### src/verilog/cps_map.svh
// register offsets, field positions, reset values and masks of the port status and configuration bank
`ifndef CPS_MAP_SVH
`define CPS_MAP_SVH

`define CPS_OFF_LEGACY_STATUS    8'h13
`define CPS_OFF_PIN_STATUS       8'h14
`define CPS_OFF_GENERAL_CFG      8'h15
`define CPS_OFF_EMULATION_CFG    8'h16
`define CPS_OFF_SWITCH_CFG       8'h17
`define CPS_OFF_ATTACH_CFG       8'h18
`define CPS_OFF_DATA_SWITCH_CFG  8'h25

`define CPS_RST_GENERAL_CFG      8'h01
`define CPS_RST_EMULATION_CFG    8'h8c
`define CPS_RST_SWITCH_CFG       8'h04
`define CPS_RST_ATTACH_CFG       8'h46
`define CPS_RST_DATA_SWITCH_CFG  8'h14

// writable bits; everything else reads zero
`define CPS_MASK_GENERAL_CFG     8'hbb
`define CPS_MASK_EMULATION_CFG   8'h9f
`define CPS_MASK_SWITCH_CFG      8'hbf
`define CPS_MASK_ATTACH_CFG      8'hff
`define CPS_MASK_DATA_SWITCH_CFG 8'hff

// legacy profile status
`define CPS_BIT_LEGACY_ONE       0
`define CPS_BIT_LEGACY_TWO       1

// general configuration
`define CPS_BIT_ALERT_MASK       7
`define CPS_BIT_ALERT_LINK       5
`define CPS_BIT_DISCHARGE        4
`define CPS_BIT_LIMIT_ENABLE     3
`define CPS_BIT_LIMIT_RESET      2
`define CPS_LSB_LIMIT_ACTION     0

// switch configuration
`define CPS_BIT_PIN_IGNORE       7
`define CPS_BIT_EMUL_EN_SW       5
`define CPS_BIT_MODE_B_SW        4
`define CPS_BIT_MODE_A_SW        3
`define CPS_BIT_POWER_EN_SW      1

// power state field encoding
`define CPS_PWR_SLEEP            2'h0
`define CPS_PWR_DETECT           2'h1
`define CPS_PWR_ACTIVE           2'h2
`define CPS_PWR_ERROR            2'h3

// charge limit action encoding
`define CPS_ACT_REPORT           2'h0
`define CPS_ACT_REPORT_DISC      2'h1
`define CPS_ACT_DISC_SLEEP       2'h2
`define CPS_ACT_IGNORE           2'h3

`endif

### src/verilog/cps_pkg.sv
// shared types of the port status and configuration bank
package cps_pkg;
  typedef logic [7:0] cps_byte_t;
  typedef logic [1:0] cps_pwr_t;
  typedef logic [1:0] cps_action_t;
endpackage

### src/verilog/cps_regs.sv
// port status and configuration register bank of the port power controller
// Operation
// - set legacy-two status bit on profile two handshake; data switch then follows charger bit
// - set legacy-one status bit on profile one handshake with same switch handling
// - pin status bits 6..3 mirror effective power, mode b, mode a, emulation enables
// - pin status bit 2 captures decoded enable polarity once after power-up
// - power state field tracks state: detect, active, error; a sleep code reads as detect
// - any register access wakes device; power state never reads as sleep
// - general configuration keeps contents across sleep
// - alert mask set blocks error alerts; clear lets errors and events alert
// - alert link routes low-current and thermal flags onto alert
// - discharge bit in active state opens switch and discharges, not self-clearing
// - limit disable zeroes accumulator, stops accumulating, removes response, clears status
// - limit reset write zeroes accumulator, clears status, releases alert if nothing remains
// - limit action field selects report, report-disconnect, disconnect-sleep or ignore
// - legacy status clears on power disable, new mode, or removal
// - legacy status bits never drive alert or attach-detect
// - each control is the OR of its pin (dropped while pin-ignore is set) and its software bit
`timescale 1ns/1ps
`include "cps_map.svh"

module cps_regs (
  input  wire logic              clk,
  input  wire logic              resetn,
  input  wire logic              reg_wr,
  input  wire logic              reg_rd,
  input  wire logic [7:0]        reg_addr,
  input  wire cps_pkg::cps_byte_t reg_wdata,
  output logic      [7:0]        reg_rdata,
  input  wire logic              legacy_one_event,
  input  wire logic              legacy_two_event,
  input  wire logic              removal_event,
  input  wire logic              new_mode_event,
  input  wire logic              pin_port_power_enable,
  input  wire logic              pin_mode_select_a,
  input  wire logic              pin_mode_select_b,
  input  wire logic              pin_emulation_enable,
  input  wire logic              polarity_strap,
  input  wire cps_pkg::cps_pwr_t power_state_in,
  input  wire logic              error_active,
  input  wire logic              indicator_event,
  input  wire logic              low_current_flag,
  input  wire logic              thermal_regulation_flag,
  input  wire logic              charge_threshold_hit,
  output logic                   wake_request,
  output logic                   port_power_enable,
  output logic                   mode_select_a,
  output logic                   mode_select_b,
  output logic                   emulation_enable,
  output logic                   dedicated_charger_data_switch_ctl,
  output logic                   force_switch_open,
  output logic                   vbus_discharge_en,
  output logic                   charge_accum_clear,
  output logic                   charge_accum_enable,
  output logic                   charge_limit_status,
  output logic                   charge_limit_disconnect,
  output logic                   charge_limit_sleep,
  output logic                   alert_n,
  output logic      [7:0]        emulation_configuration,
  output logic      [7:0]        switch_configuration,
  output logic      [7:0]        attach_detect_configuration,
  output logic      [7:0]        data_switch_configuration
);

  logic [7:0] general_configuration;
  logic       legacy_one_accepted;
  logic       legacy_two_accepted;
  logic       polarity_high;
  logic       strap_taken;
  logic       alert_event_hold;

  // address decode
  wire sel_gen   = reg_addr == `CPS_OFF_GENERAL_CFG;
  wire sel_emu   = reg_addr == `CPS_OFF_EMULATION_CFG;
  wire sel_sw    = reg_addr == `CPS_OFF_SWITCH_CFG;
  wire sel_att   = reg_addr == `CPS_OFF_ATTACH_CFG;
  wire sel_dsw   = reg_addr == `CPS_OFF_DATA_SWITCH_CFG;
  wire wr_gen    = reg_wr && sel_gen;
  wire any_access = reg_wr || reg_rd;

  // fields of the general configuration
  wire                  alert_mask         = general_configuration[`CPS_BIT_ALERT_MASK];
  wire                  alert_link         = general_configuration[`CPS_BIT_ALERT_LINK];
  wire                  force_vbus_discharge = general_configuration[`CPS_BIT_DISCHARGE];
  wire                  charge_limit_enable = general_configuration[`CPS_BIT_LIMIT_ENABLE];
  wire cps_pkg::cps_action_t charge_limit_action =
    general_configuration[`CPS_LSB_LIMIT_ACTION +: 2];
  // reset is a write strobe, never stored
  wire charge_limit_reset = wr_gen && reg_wdata[`CPS_BIT_LIMIT_RESET];

  // effective controls: pins gated by pin ignore, power pin normalised by the strap polarity, ORed with software bit
  wire pin_ignore          = switch_configuration[`CPS_BIT_PIN_IGNORE];
  wire pin_power_active    = polarity_high ? pin_port_power_enable : !pin_port_power_enable;
  wire port_power_enable_sw = switch_configuration[`CPS_BIT_POWER_EN_SW];
  wire mode_select_a_sw    = switch_configuration[`CPS_BIT_MODE_A_SW];
  wire mode_select_b_sw    = switch_configuration[`CPS_BIT_MODE_B_SW];
  wire emulation_enable_sw = switch_configuration[`CPS_BIT_EMUL_EN_SW];
  wire power_enable_mirror     = (pin_power_active && !pin_ignore) || port_power_enable_sw;
  wire mode_a_mirror           = (pin_mode_select_a && !pin_ignore) || mode_select_a_sw;
  wire mode_b_mirror           = (pin_mode_select_b && !pin_ignore) || mode_select_b_sw;
  wire emulation_enable_mirror = (pin_emulation_enable && !pin_ignore) || emulation_enable_sw;

  // the access itself wakes the part, so a sleep code is shown as detect
  wire cps_pkg::cps_pwr_t power_state_field =
    (power_state_in == `CPS_PWR_SLEEP) ? `CPS_PWR_DETECT : power_state_in;

  wire [7:0] legacy_profile_status = {6'h00, legacy_two_accepted, legacy_one_accepted};
  wire [7:0] pin_and_power_state_status = {1'b0, power_enable_mirror, mode_b_mirror, mode_a_mirror,
                                           emulation_enable_mirror, polarity_high, power_state_field};

  wire [7:0] read_mux =
    (reg_addr == `CPS_OFF_LEGACY_STATUS) ? legacy_profile_status :
    (reg_addr == `CPS_OFF_PIN_STATUS)    ? pin_and_power_state_status :
    sel_gen ? general_configuration :
    sel_emu ? emulation_configuration :
    sel_sw  ? switch_configuration :
    sel_att ? attach_detect_configuration :
    sel_dsw ? data_switch_configuration : 8'h00;

  // legacy status clear conditions; a handshake in the same cycle wins
  wire legacy_clear = !power_enable_mirror || new_mode_event || removal_event;
  wire next_legacy_one = legacy_one_event || (legacy_one_accepted && !legacy_clear);
  wire next_legacy_two = legacy_two_event || (legacy_two_accepted && !legacy_clear);

  // charge limit status: disable clears outright, a reset strobe loses to a new hit
  wire limit_hit = charge_limit_enable && charge_threshold_hit && (charge_limit_action != `CPS_ACT_IGNORE);
  wire next_limit_status = charge_limit_enable &&
                           (limit_hit || (charge_limit_status && !charge_limit_reset));

  // alert: errors and ration report under the mask, flags through the link; legacy bits never enter
  wire report_alert = charge_limit_status && (charge_limit_action != `CPS_ACT_DISC_SLEEP);
  wire error_alert  = !alert_mask && (error_active || alert_event_hold || report_alert);
  wire flag_alert   = alert_link && (low_current_flag || thermal_regulation_flag);
  wire next_alert_n = !(error_alert || flag_alert);

  // strap polarity caught on the first clock after reset release
  always_ff @(posedge clk or negedge resetn) begin
    if (!resetn) begin
      polarity_high <= 1'b0;
      strap_taken   <= 1'b0;
    end else if (!strap_taken) begin
      polarity_high <= polarity_strap;
      strap_taken   <= 1'b1;
    end
  end

  // only power-on reset touches the configuration; sleep has no reset path here
  always_ff @(posedge clk or negedge resetn) begin
    if (!resetn) begin
      general_configuration <= `CPS_RST_GENERAL_CFG;
    end else if (wr_gen) begin
      general_configuration <= reg_wdata & `CPS_MASK_GENERAL_CFG & ~(8'h01 << `CPS_BIT_LIMIT_RESET);
    end
  end

  always_ff @(posedge clk or negedge resetn) begin
    if (!resetn) begin
      emulation_configuration     <= `CPS_RST_EMULATION_CFG;
      switch_configuration        <= `CPS_RST_SWITCH_CFG;
      attach_detect_configuration <= `CPS_RST_ATTACH_CFG;
      data_switch_configuration   <= `CPS_RST_DATA_SWITCH_CFG;
    end else if (reg_wr) begin
      if (sel_emu) emulation_configuration     <= reg_wdata & `CPS_MASK_EMULATION_CFG;
      if (sel_sw)  switch_configuration        <= reg_wdata & `CPS_MASK_SWITCH_CFG;
      if (sel_att) attach_detect_configuration <= reg_wdata & `CPS_MASK_ATTACH_CFG;
      if (sel_dsw) data_switch_configuration   <= reg_wdata & `CPS_MASK_DATA_SWITCH_CFG;
    end
  end

  always_ff @(posedge clk or negedge resetn) begin
    if (!resetn) begin
      legacy_one_accepted <= 1'b0;
      legacy_two_accepted <= 1'b0;
      charge_limit_status <= 1'b0;
      alert_event_hold    <= 1'b0;
    end else begin
      legacy_one_accepted <= next_legacy_one;
      legacy_two_accepted <= next_legacy_two;
      charge_limit_status <= next_limit_status;
      // a one-cycle indicator event holds alert until a limit reset strobe
      alert_event_hold    <= indicator_event || (alert_event_hold && !charge_limit_reset);
    end
  end

  // read data captured once per read strobe so it cannot change mid-transfer
  always_ff @(posedge clk or negedge resetn) begin
    if (!resetn) begin
      reg_rdata <= 8'h00;
    end else if (reg_rd) begin
      reg_rdata <= read_mux;
    end
  end

  always_ff @(posedge clk or negedge resetn) begin
    if (!resetn) begin
      wake_request                      <= 1'b0;
      port_power_enable                 <= 1'b0;
      mode_select_a                     <= 1'b0;
      mode_select_b                     <= 1'b0;
      emulation_enable                  <= 1'b0;
      dedicated_charger_data_switch_ctl <= 1'b0;
      force_switch_open                 <= 1'b0;
      vbus_discharge_en                 <= 1'b0;
      charge_accum_clear                <= 1'b1;
      charge_accum_enable               <= 1'b0;
      charge_limit_disconnect           <= 1'b0;
      charge_limit_sleep                <= 1'b0;
      alert_n                           <= 1'b1;
    end else begin
      wake_request      <= any_access;
      port_power_enable <= power_enable_mirror;
      mode_select_a     <= mode_a_mirror;
      mode_select_b     <= mode_b_mirror;
      emulation_enable  <= emulation_enable_mirror;
      // tells the data switch to follow its dedicated-charger bit
      dedicated_charger_data_switch_ctl <= next_legacy_one || next_legacy_two;
      force_switch_open <= force_vbus_discharge && (power_state_in == `CPS_PWR_ACTIVE);
      vbus_discharge_en <= force_vbus_discharge && (power_state_in == `CPS_PWR_ACTIVE);
      charge_accum_clear  <= !charge_limit_enable || charge_limit_reset;
      charge_accum_enable <= charge_limit_enable;
      charge_limit_disconnect <= next_limit_status &&
        ((charge_limit_action == `CPS_ACT_REPORT_DISC) || (charge_limit_action == `CPS_ACT_DISC_SLEEP));
      charge_limit_sleep <= next_limit_status && (charge_limit_action == `CPS_ACT_DISC_SLEEP);
      alert_n <= next_alert_n;
    end
  end

  a_legacy_two_set: assert property (@(posedge clk) disable iff (!resetn)
    legacy_two_event |=> legacy_two_accepted) else $error("legacy two status not set");
  a_legacy_one_set: assert property (@(posedge clk) disable iff (!resetn)
    legacy_one_event |=> legacy_profile_status[0]) else $error("legacy one status not set");
  a_mirror_power: assert property (@(posedge clk) disable iff (!resetn)
    reg_rd && reg_addr == `CPS_OFF_PIN_STATUS |=> reg_rdata[6] == $past(power_enable_mirror))
    else $error("power enable mirror wrong");
  a_pin_or_bit: assert property (@(posedge clk) disable iff (!resetn)
    mode_select_a_sw |=> mode_select_a) else $error("software mode bit not effective");
  a_never_sleep: assert property (@(posedge clk) disable iff (!resetn)
    reg_rd |=> reg_rdata[1:0] != `CPS_PWR_SLEEP || $past(reg_addr) != `CPS_OFF_PIN_STATUS)
    else $error("power state read as sleep");
  a_mask_blocks: assert property (@(posedge clk) disable iff (!resetn)
    alert_mask && !alert_link |=> alert_n) else $error("alert asserted while masked");
  a_link_alert: assert property (@(posedge clk) disable iff (!resetn)
    alert_link && thermal_regulation_flag |=> !alert_n) else $error("linked flag did not alert");
  a_discharge_hold: assert property (@(posedge clk) disable iff (!resetn)
    force_vbus_discharge && power_state_in == `CPS_PWR_ACTIVE |=> force_switch_open && vbus_discharge_en)
    else $error("discharge did not open switch");
  a_disable_clears: assert property (@(posedge clk) disable iff (!resetn)
    !charge_limit_enable |=> !charge_limit_status && charge_accum_clear) else $error("disable did not clear");
  a_reset_clears: assert property (@(posedge clk) disable iff (!resetn)
    charge_limit_reset && !limit_hit |=> !charge_limit_status ##0 charge_accum_clear)
    else $error("limit reset did not clear");
  a_removal_clears: assert property (@(posedge clk) disable iff (!resetn)
    removal_event && !legacy_two_event |=> !legacy_two_accepted) else $error("removal left status set");
  a_reset_no_store: assert property (@(posedge clk) disable iff (!resetn)
    wr_gen |=> !general_configuration[`CPS_BIT_LIMIT_RESET] && !general_configuration[6])
    else $error("unimplemented bit stored");

  // read path, wake, retention, legacy clear, pin ignore, discharge and limit action guards
  a_polarity_held: assert property (@(posedge clk) disable iff (!resetn)
    strap_taken |=> $stable(polarity_high))
    else $error("strap polarity changed after capture");
  a_state_shown: assert property (@(posedge clk) disable iff (!resetn)
    reg_rd && reg_addr == `CPS_OFF_PIN_STATUS && power_state_in != `CPS_PWR_SLEEP
    |=> reg_rdata[1:0] == $past(power_state_in)) else $error("power state field wrong");
  a_access_wakes: assert property (@(posedge clk) disable iff (!resetn)
    any_access |=> wake_request)
    else $error("access did not request wake");
  a_config_kept: assert property (@(posedge clk) disable iff (!resetn)
    !wr_gen |=> $stable(general_configuration))
    else $error("general configuration changed without a write");
  a_unmapped_zero: assert property (@(posedge clk) disable iff (!resetn)
    reg_rd && !sel_gen && !sel_emu && !sel_sw && !sel_att && !sel_dsw && reg_addr != `CPS_OFF_LEGACY_STATUS
    && reg_addr != `CPS_OFF_PIN_STATUS |=> reg_rdata == 8'h00) else $error("unmapped read not zero");
  a_rdata_held: assert property (@(posedge clk) disable iff (!resetn)
    !reg_rd |=> $stable(reg_rdata))
    else $error("read data changed without a read");
  a_charger_switch: assert property (@(posedge clk) disable iff (!resetn)
    legacy_two_event |=> dedicated_charger_data_switch_ctl)
    else $error("data switch control not raised");
  a_mode_clears: assert property (@(posedge clk) disable iff (!resetn)
    new_mode_event && !legacy_one_event |=> !legacy_one_accepted)
    else $error("new mode left status set");
  a_power_off_clears: assert property (@(posedge clk) disable iff (!resetn)
    !power_enable_mirror && !legacy_two_event |=> !legacy_two_accepted)
    else $error("power disable left status set");
  a_mirror_modes: assert property (@(posedge clk) disable iff (!resetn)
    reg_rd && reg_addr == `CPS_OFF_PIN_STATUS
    |=> reg_rdata[5:3] == $past({mode_b_mirror, mode_a_mirror, emulation_enable_mirror})) else $error("mode mirror wrong");
  a_action_disconnect: assert property (@(posedge clk) disable iff (!resetn)
    charge_limit_enable && charge_threshold_hit && charge_limit_action == `CPS_ACT_REPORT_DISC
    |=> charge_limit_status && charge_limit_disconnect && !charge_limit_sleep) else $error("report disconnect wrong");
  a_ignore_quiet: assert property (@(posedge clk) disable iff (!resetn)
    charge_limit_action == `CPS_ACT_IGNORE && !charge_limit_status |=> !charge_limit_status)
    else $error("ignore action set status");
  a_accum_running: assert property (@(posedge clk) disable iff (!resetn)
    charge_limit_enable && !charge_limit_reset |=> charge_accum_enable && !charge_accum_clear)
    else $error("accumulator not running while enabled");
  a_pins_ignored: assert property (@(posedge clk) disable iff (!resetn)
    pin_ignore && !mode_select_a_sw |=> !mode_select_a)
    else $error("ignored pin still effective");
  a_discharge_idle: assert property (@(posedge clk) disable iff (!resetn)
    power_state_in != `CPS_PWR_ACTIVE |=> !force_switch_open && !vbus_discharge_en)
    else $error("discharge outside active state");

endmodule // cps_regs

### config.mk
export PLATFORM = sky130hd
export DESIGN_NAME = cps_regs
export DESIGN_NICKNAME = d
export VERILOG_FILES = /design/src/verilog/cps_pkg.sv /design/src/verilog/cps_regs.sv
export VERILOG_INCLUDE_DIRS = /design/src /design/src/verilog
export SDC_FILE = /design/constraint.sdc
export NUM_CORES = 1
export LEC_CHECK = 0
export ABC_AREA = 1
export BUFFER_PORTS_ARGS = -buffer_cell sky130_fd_sc_hd__buf_2
export CAP_MARGIN = 10
export CELL_PAD_IN_SITES_DETAIL_PLACEMENT = 2
export CELL_PAD_IN_SITES_GLOBAL_PLACEMENT = 2
export CORE_MARGIN = 4
export CORE_UTILIZATION = 30
export DETAILED_ROUTE_END_ITERATION = 16
export PLACE_DENSITY = 0.85
export SLEW_MARGIN = 25
export SYNTH_ARGS = -nofsm -noshare
export SYNTH_HDL_FRONTEND = slang
export SYNTH_SLANG_ARGS = --single-unit
### constraint.sdc
create_clock -name clk -period 1.4 [get_ports clk]
set_clock_uncertainty 0.1 [all_clocks]
set_input_delay 0.28 -clock clk [delete_from_list [all_inputs] [get_ports clk]]
set_output_delay 0.28 -clock clk [all_outputs]
set_load 0.01 [all_outputs]
==> metrics.yaml, run 1 <==
critical_path:
  end_kind: "register"
  cp.required_ns: 1.59
  worst-r2r-cell-count: 7
  cp.arrival_ns: 1.63
  worstPathMaxFanout: 2
  cp-start-kind: "register"
  path_class: "register to register"
final_layout:
  num-fill-cells: 1127
  final_cell_mix: "101 x nand2_1, 73 x buf_2, 47 x dfrtp_1"
  drive_gt1_frac: 0.437
  area_delta_synth_final_pct: 39.6
  n_antenna_cell: 0
  layout.nets: 507
  layout_commonest_cell: "nand2_1"
placed_design:
  place_congestion: 0.799
  place_ws_ns: -0.388
  io_buffers: 86
  dpl.hpwl_um: 8410
floorplanning:
  io_pins: 90
  die_x_um: 108
  num_rows: 36
  coreArea_sq_um: 9730
  die_area_sq_um: 11600
  fp.dieH_um: 108
  initial_core_util: 0.305
timing:
  setup_viol: 3
  finalHoldViolations: 0
  fmax_ghz: 0.695
  finalMaxSlewViolations: 0
  post-route-min-period_ns: 1.44
  worst_slack_ns: -0.0399
  period_share: 1.03
  rsz0062_at_grt: "true"
global_routing:
  grt_pass1_wl_um: 19100
  gr-total-overflow: 0
  grt_max_degree: 62
  track_usage: 0.223
  antenna_found_initial: 0
  grt_pass1_vias: 3244
yosys:
  synth_cell_types: 37
  ys_seq_elements: 61
  synth-edff-count: 0
  ys_async_sr_fraction: 1.00
  ys_seq_area_frac: 0.519
  ys.warnings.count: 0
  syn_inst: 338
  synth_area_sq_um: 2970
  syn_avg_cell_area_sq_um: 8.79
  ys.flop_type: "dfrtp_1"
power:
  switching_share: 0.282
  p_total_uw: 4110
  p_clk_frac: 0.393
  seqPwrFrac: 0.470
  comb_power_share: 0.136
  power.internal_uw: 2950
  p_per_area_nw_per_um2: 991
  switchingPower_uw: 1160
  leakage_uw: 0.00220
  ir_worst_vdd_mv: 0.411
job:
  cap_violations: 0
cts:
  cts.clk_slew.worst_paths_ns: 0.07
  cts.sinks: 61
  h-tree-depth: 3
  worstSkewPairLatency_ns: 0.36
  cts_root_buf: "clkbuf_8"
  numCtsBuffers: 9
  cts_tree: "yes"
  clockBufferDepth: 2
hold_path:
  hold_depth: 2
  hold_class: "input port to register"
route:
  viasPerCell: 4.82
  via_count: 2926
  drt-total-wl_um: 13500
  drtPass1Iterations: 4
  wl_per_cell_um: 22.3
  initialDrtViolationCount: 95
  drc_errors: 0
  postRouteAntennaNets: 0
run_status:
  violations: "setup timing"
  status: "finished with violations"
[power groups by stage]
stage               Sequential, uW  Combinational [uW]  Clock (uW)
global placement              1960                 443           0
detailed placement            1960                 466           0
finish                        1940                 560        1620
floorplan                     1970                 174           0
CTS                           1930                 525        1620
global route                  1940                 612        1740
[worst max-delay path, stage by stage, from the launching register on]
cell and delay (ns):
dfstp_2 0.56, buf_4 0.13, nand3_1 0.08, o21ai_1 0.16
nor2_1 0.12, nand4_1 0.10, nand2_1 0.07, nand2_1 0.06
[layer usage]
metal	track usage	vias to the layer above	part of all wire
li1	-	1326	-
met4	0.0920	0	0.023
met1	0.279	1481	0.42
met2	0.373	94	0.52
met3	0.0462	25	0.035
met5	0	-	0
[what timing repair did]
| item | 4_1_cts | 5_1_grt |
|---|---|---|
| endpoints found under the hold margin | 50 | 0 |
| endpoints found under the setup margin | 16 | 24 |
| gates resized for setup | 17 | 15 |
| pin swaps | 0 | 11 |
| hold buffers | 2 | 0 |
| setup buffers | 9 | 7 |
| cloned | 0 | 1 |
[path summary, 6_finish.rpt]
kind,start,endpoint,slack [ns]
worst min register to register,reg_rdata[1]$_DFFE_PN0P_,reg_rdata[1]$_DFFE_PN0P_,0.38
worst min-delay path,legacy_two_event,legacy_two_accepted$_DFF_PN0_,0.03
min in group asynchronous,resetn,general_configuration[5]$_DFFE_PN0N_,0.37
max in group asynchronous,resetn,attach_detect_configuration[1]$_DFFE_PN1P_,0.50
worst max-delay path,attach_detect_configuration[1]$_DFFE_PN1P_,reg_rdata[1]$_DFFE_PN0P_,-0.04
worst max register to register,attach_detect_configuration[1]$_DFFE_PN1P_,reg_rdata[1]$_DFFE_PN0P_,-0.04
[synth_stat cells, types with 2 or more instances]
| library cell | number | area [sq um] |
|---|---|---|
| nor2_1 | 23 | 86.3 |
| inv_1 | 35 | 131 |
| a31o_2 | 2 | 17.5 |
| o211ai_1 | 2 | 15.0 |
| nand2_2 | 8 | 50.1 |
| inv_2 | 4 | 15.0 |
| nand2_4 | 3 | 33.8 |
| o21ai_2 | 21 | 184 |
| conb_1 | 2 | 7.51 |
| a21oi_1 | 2 | 10.0 |
| buf_6 | 4 | 45.0 |
| o21ai_0 | 19 | 95.1 |
| dfstp_2 | 12 | 315 |
| buf_4 | 4 | 30.0 |
| dfrtp_1 | 49 | 1230 |
| ha_1 | 2 | 25.0 |
| nand3_1 | 18 | 90.1 |
| nand4_1 | 2 | 12.5 |
| o21ai_1 | 6 | 30.0 |
| nor2_4 | 3 | 33.8 |
| nand2_1 | 101 | 379 |
[stage by stage]
step	hold slack, ns	utilization	std cells	TNS [ns]	cell area, sq um
finish	0.0319	0.426	607	-0.0444	4150
detailed placement	0.214	0.380	574	-10.70	3700
global route	0.0211	0.426	607	-0.467	4150
CTS	0.0152	0.418	601	-0.0375	4070
floorplan	-0.116	-	340	0	2980
global placement	0.212	0.380	574	-6.60	3700
[kinds of logic after synthesis]
logic type	synth area share
AND/OR/NAND/NOR	0.252
adder cells (fa/ha/maj)	0.00842
flip-flops	0.519
XOR/XNOR	0.00295
multiplexers	0.00379
AO/OA/AOI/OAI	0.133
other	0.00253
buffers and inverters	0.0792
[flip-flops by register name, indices dropped and copies added, names as in the netlist, 6 cells and up]
name	flops
general_configuration	6
emulation_configuration	6
data_switch_configuration	8
attach_detect_configuration	8
reg_rdata	8
switch_configuration	7
[area by class of cell]
type	instances	area (sq um)	share of cell area
flip-flops and latches	61	1540	0.372
repair buffers	126	833	0.201
clock buffers	12	145	0.0350
multi-input cells	230	1260	0.303
inverters	41	156	0.0377
well taps	133	166	0.0401
clock inverters	4	47.5	0.0115
No activity file was read; power rests on OpenSTA's default activity.
==> run 2, diff against run 1 <==
==> constraint.sdc (replaced) <==
create_clock -name clk -period 1.4 [get_ports clk]
set_clock_uncertainty 0.1 [all_clocks]
set_input_delay 0.14 -clock clk [delete_from_list [all_inputs] [get_ports clk]]
set_output_delay 0.14 -clock clk [all_outputs]
set_load 0.01 [all_outputs]
==> run 2 against run 1 <==
Compared with the run above:
- the flow now finishes without violations
- sequential power about the same
- critical endpoint is now dedicated_charger_data_switch_ctl$_DFF_PN0_
- largest cell class unchanged
- sequential share of layout area is 1.3 points higher
- die area did not move
- critical path type unchanged
- design area shrank 3.3%
==> metrics.yaml, run 2 (synthesis results as in run 1) <==
final_layout:
  drive_gt1_frac: 0.390
  layout.nets: 500
  post-route-util: 0.412
  layout_commonest_cell: "nand2_1"
  reg_top3: "attach_detect_configuration x8, data_switch_configuration x8, reg_rdata x8"
  final_cell_mix: "101 x nand2_1, 86 x buf_2, 47 x dfrtp_1"
  area_delta_synth_final_pct: 34.9
  n_antenna_cell: 0
  num-fill-cells: 1136
route:
  wl_per_cell_um: 21.0
  postRouteAntennaNets: 0
  viasPerCell: 4.77
  initialDrtViolationCount: 84
  drc_errors: 0
  via_count: 2863
  drtPass1Iterations: 4
  drt-total-wl_um: 12600
floorplanning:
  die_area_sq_um: 11600
  num_rows: 36
  coreArea_sq_um: 9730
  io_pins: 90
  fp.dieH_um: 108
  die_x_um: 108
  initial_core_util: 0.305
job:
  cap_violations: 0
cts:
  cts_tree: "yes"
  cts.clk_slew.worst_paths_ns: 0.08
  h-tree-depth: 3
  cts_root_buf: "clkbuf_8"
  numCtsBuffers: 9
  cts.sinks: 61
  clockBufferDepth: 2
  worstSkewPairLatency_ns: 0.35
hold_path:
  hold_class: "input port to register"
timing:
  post-route-min-period_ns: 1.38
  fmax_ghz: 0.724
  period_share: 0.987
  finalMaxSlewViolations: 0
  setup_viol: 0
  hold_ws_ns: 0.0217
  finalHoldViolations: 0
global_routing:
  grt_max_degree: 62
  gr-total-overflow: 0
  grt_pass1_vias: 3353
  track_usage: 0.225
  antenna_found_initial: 0
  grt_pass1_wl_um: 19300
power:
  p_clk_frac: 0.396
  comb_power_share: 0.126
  power.internal_uw: 2900
  switching_share: 0.283
  seqPwrFrac: 0.478
  leakage_uw: 0.00214
  ir_worst_vdd_mv: 0.569
  p_per_area_nw_per_um2: 1010
  switchingPower_uw: 1150
critical_path:
  worstPathMaxFanout: 4
  regToRegSetupSlack_ns: 0.02
  cp.arrival_ns: 1.52
  r2r-start: "polarity_high$_DFFE_PN0N_"
  worst-r2r-cell-count: 4
  endpoint: "dedicated_charger_data_switch_ctl$_DFF_PN0_"
  path_class: "register to register"
  worstReg2RegEnd: "dedicated_charger_data_switch_ctl$_DFF_PN0_"
  cp-startpoint: "polarity_high$_DFFE_PN0N_"
  cp-start-kind: "register"
  cp.required_ns: 1.54
  end_kind: "register"
placed_design:
  io_buffers: 86
  dpl.hpwl_um: 8160
  place_congestion: 0.833
run_status:
  status: "completed"
[run 2: how the worst min path moves through the flow]
stage,from,endpoint,cells past startpoint
after floorplan,resetn,alert_event_hold$_DFF_PN0_,0
after global placement,resetn,alert_event_hold$_DFF_PN0_,2
after detailed placement,resetn,general_configuration[3]$_DFFE_PN0N_,2
after CTS,reg_wr,wake_request$_DFF_PN0_,3
after global routing,reg_wdata[4],general_configuration[4]$_DFFE_PN0N_,3
final,reg_wr,wake_request$_DFF_PN0_,3
[run 2: cell type report]
class	count	area (sq um)	area share
Sequential cell	61	1540	0.385
Multi-Input combinational cell	229	1210	0.302
Inverter	41	155	0.0387
Tap cell	133	166	0.0415
Clock inverter	1	5.00	0.00125
Clock buffer	15	186	0.0465
Timing Repair Buffer	120	741	0.185
[run 2: timing repair]
action                     in CTS  in global routing
pin swaps                       0                  2
cloned                          0                  0
hold endpoints to repair       78                  1
buffers inserted                0                  1
hold buffers                   17                  1
gates resized for setup         0                  7
setup endpoints to repair       1                 10
[run 2: metrics by stage]
stage | setup slack, ns | instance area [sq um] | total power, uW | setup TNS [ns] | cells
final | 0.0185 | 4010 | 4040 | 0 | 600
after global routing | -0.000280 | 4010 | 4200 | -0.000280 | 600
after CTS | -0.00849 | 3990 | 4010 | -0.00849 | 599
after detailed placement | -0.170 | 3630 | 2410 | -2.38 | 566
after global placement | -0.101 | 3630 | 2380 | -0.922 | 566
after floorplan | 0.133 | 2980 | 2140 | 0 | 340
[run 2: critical path, stage by stage (launching register included)]
cell,delay [ns]
dfrtp_1,0.40
xor2_1,0.20
o21ai_2,0.12
a31o_2,0.22
or2_1,0.23
[run 2: power groups by stage]
stage	Clock [uW]	Sequential [uW]	Combinational (uW)
6_report	1600	1930	509
5_1_grt	1700	1940	559
4_1_cts	1590	1930	491
3_5_place_dp	0	1960	449
3_3_place_gp	0	1950	426
2_1_floorplan	0	1970	174
[run 2: layer usage]
layer / global-route usage / vias up / routed length, um
met1: 0.276 / 1456 / 5300
met5: 0 / - / 0
met4: 0.0694 / 0 / 294
met3: 0.0402 / 18 / 430
met2: 0.401 / 80 / 6570
li1: - / 1309 / -
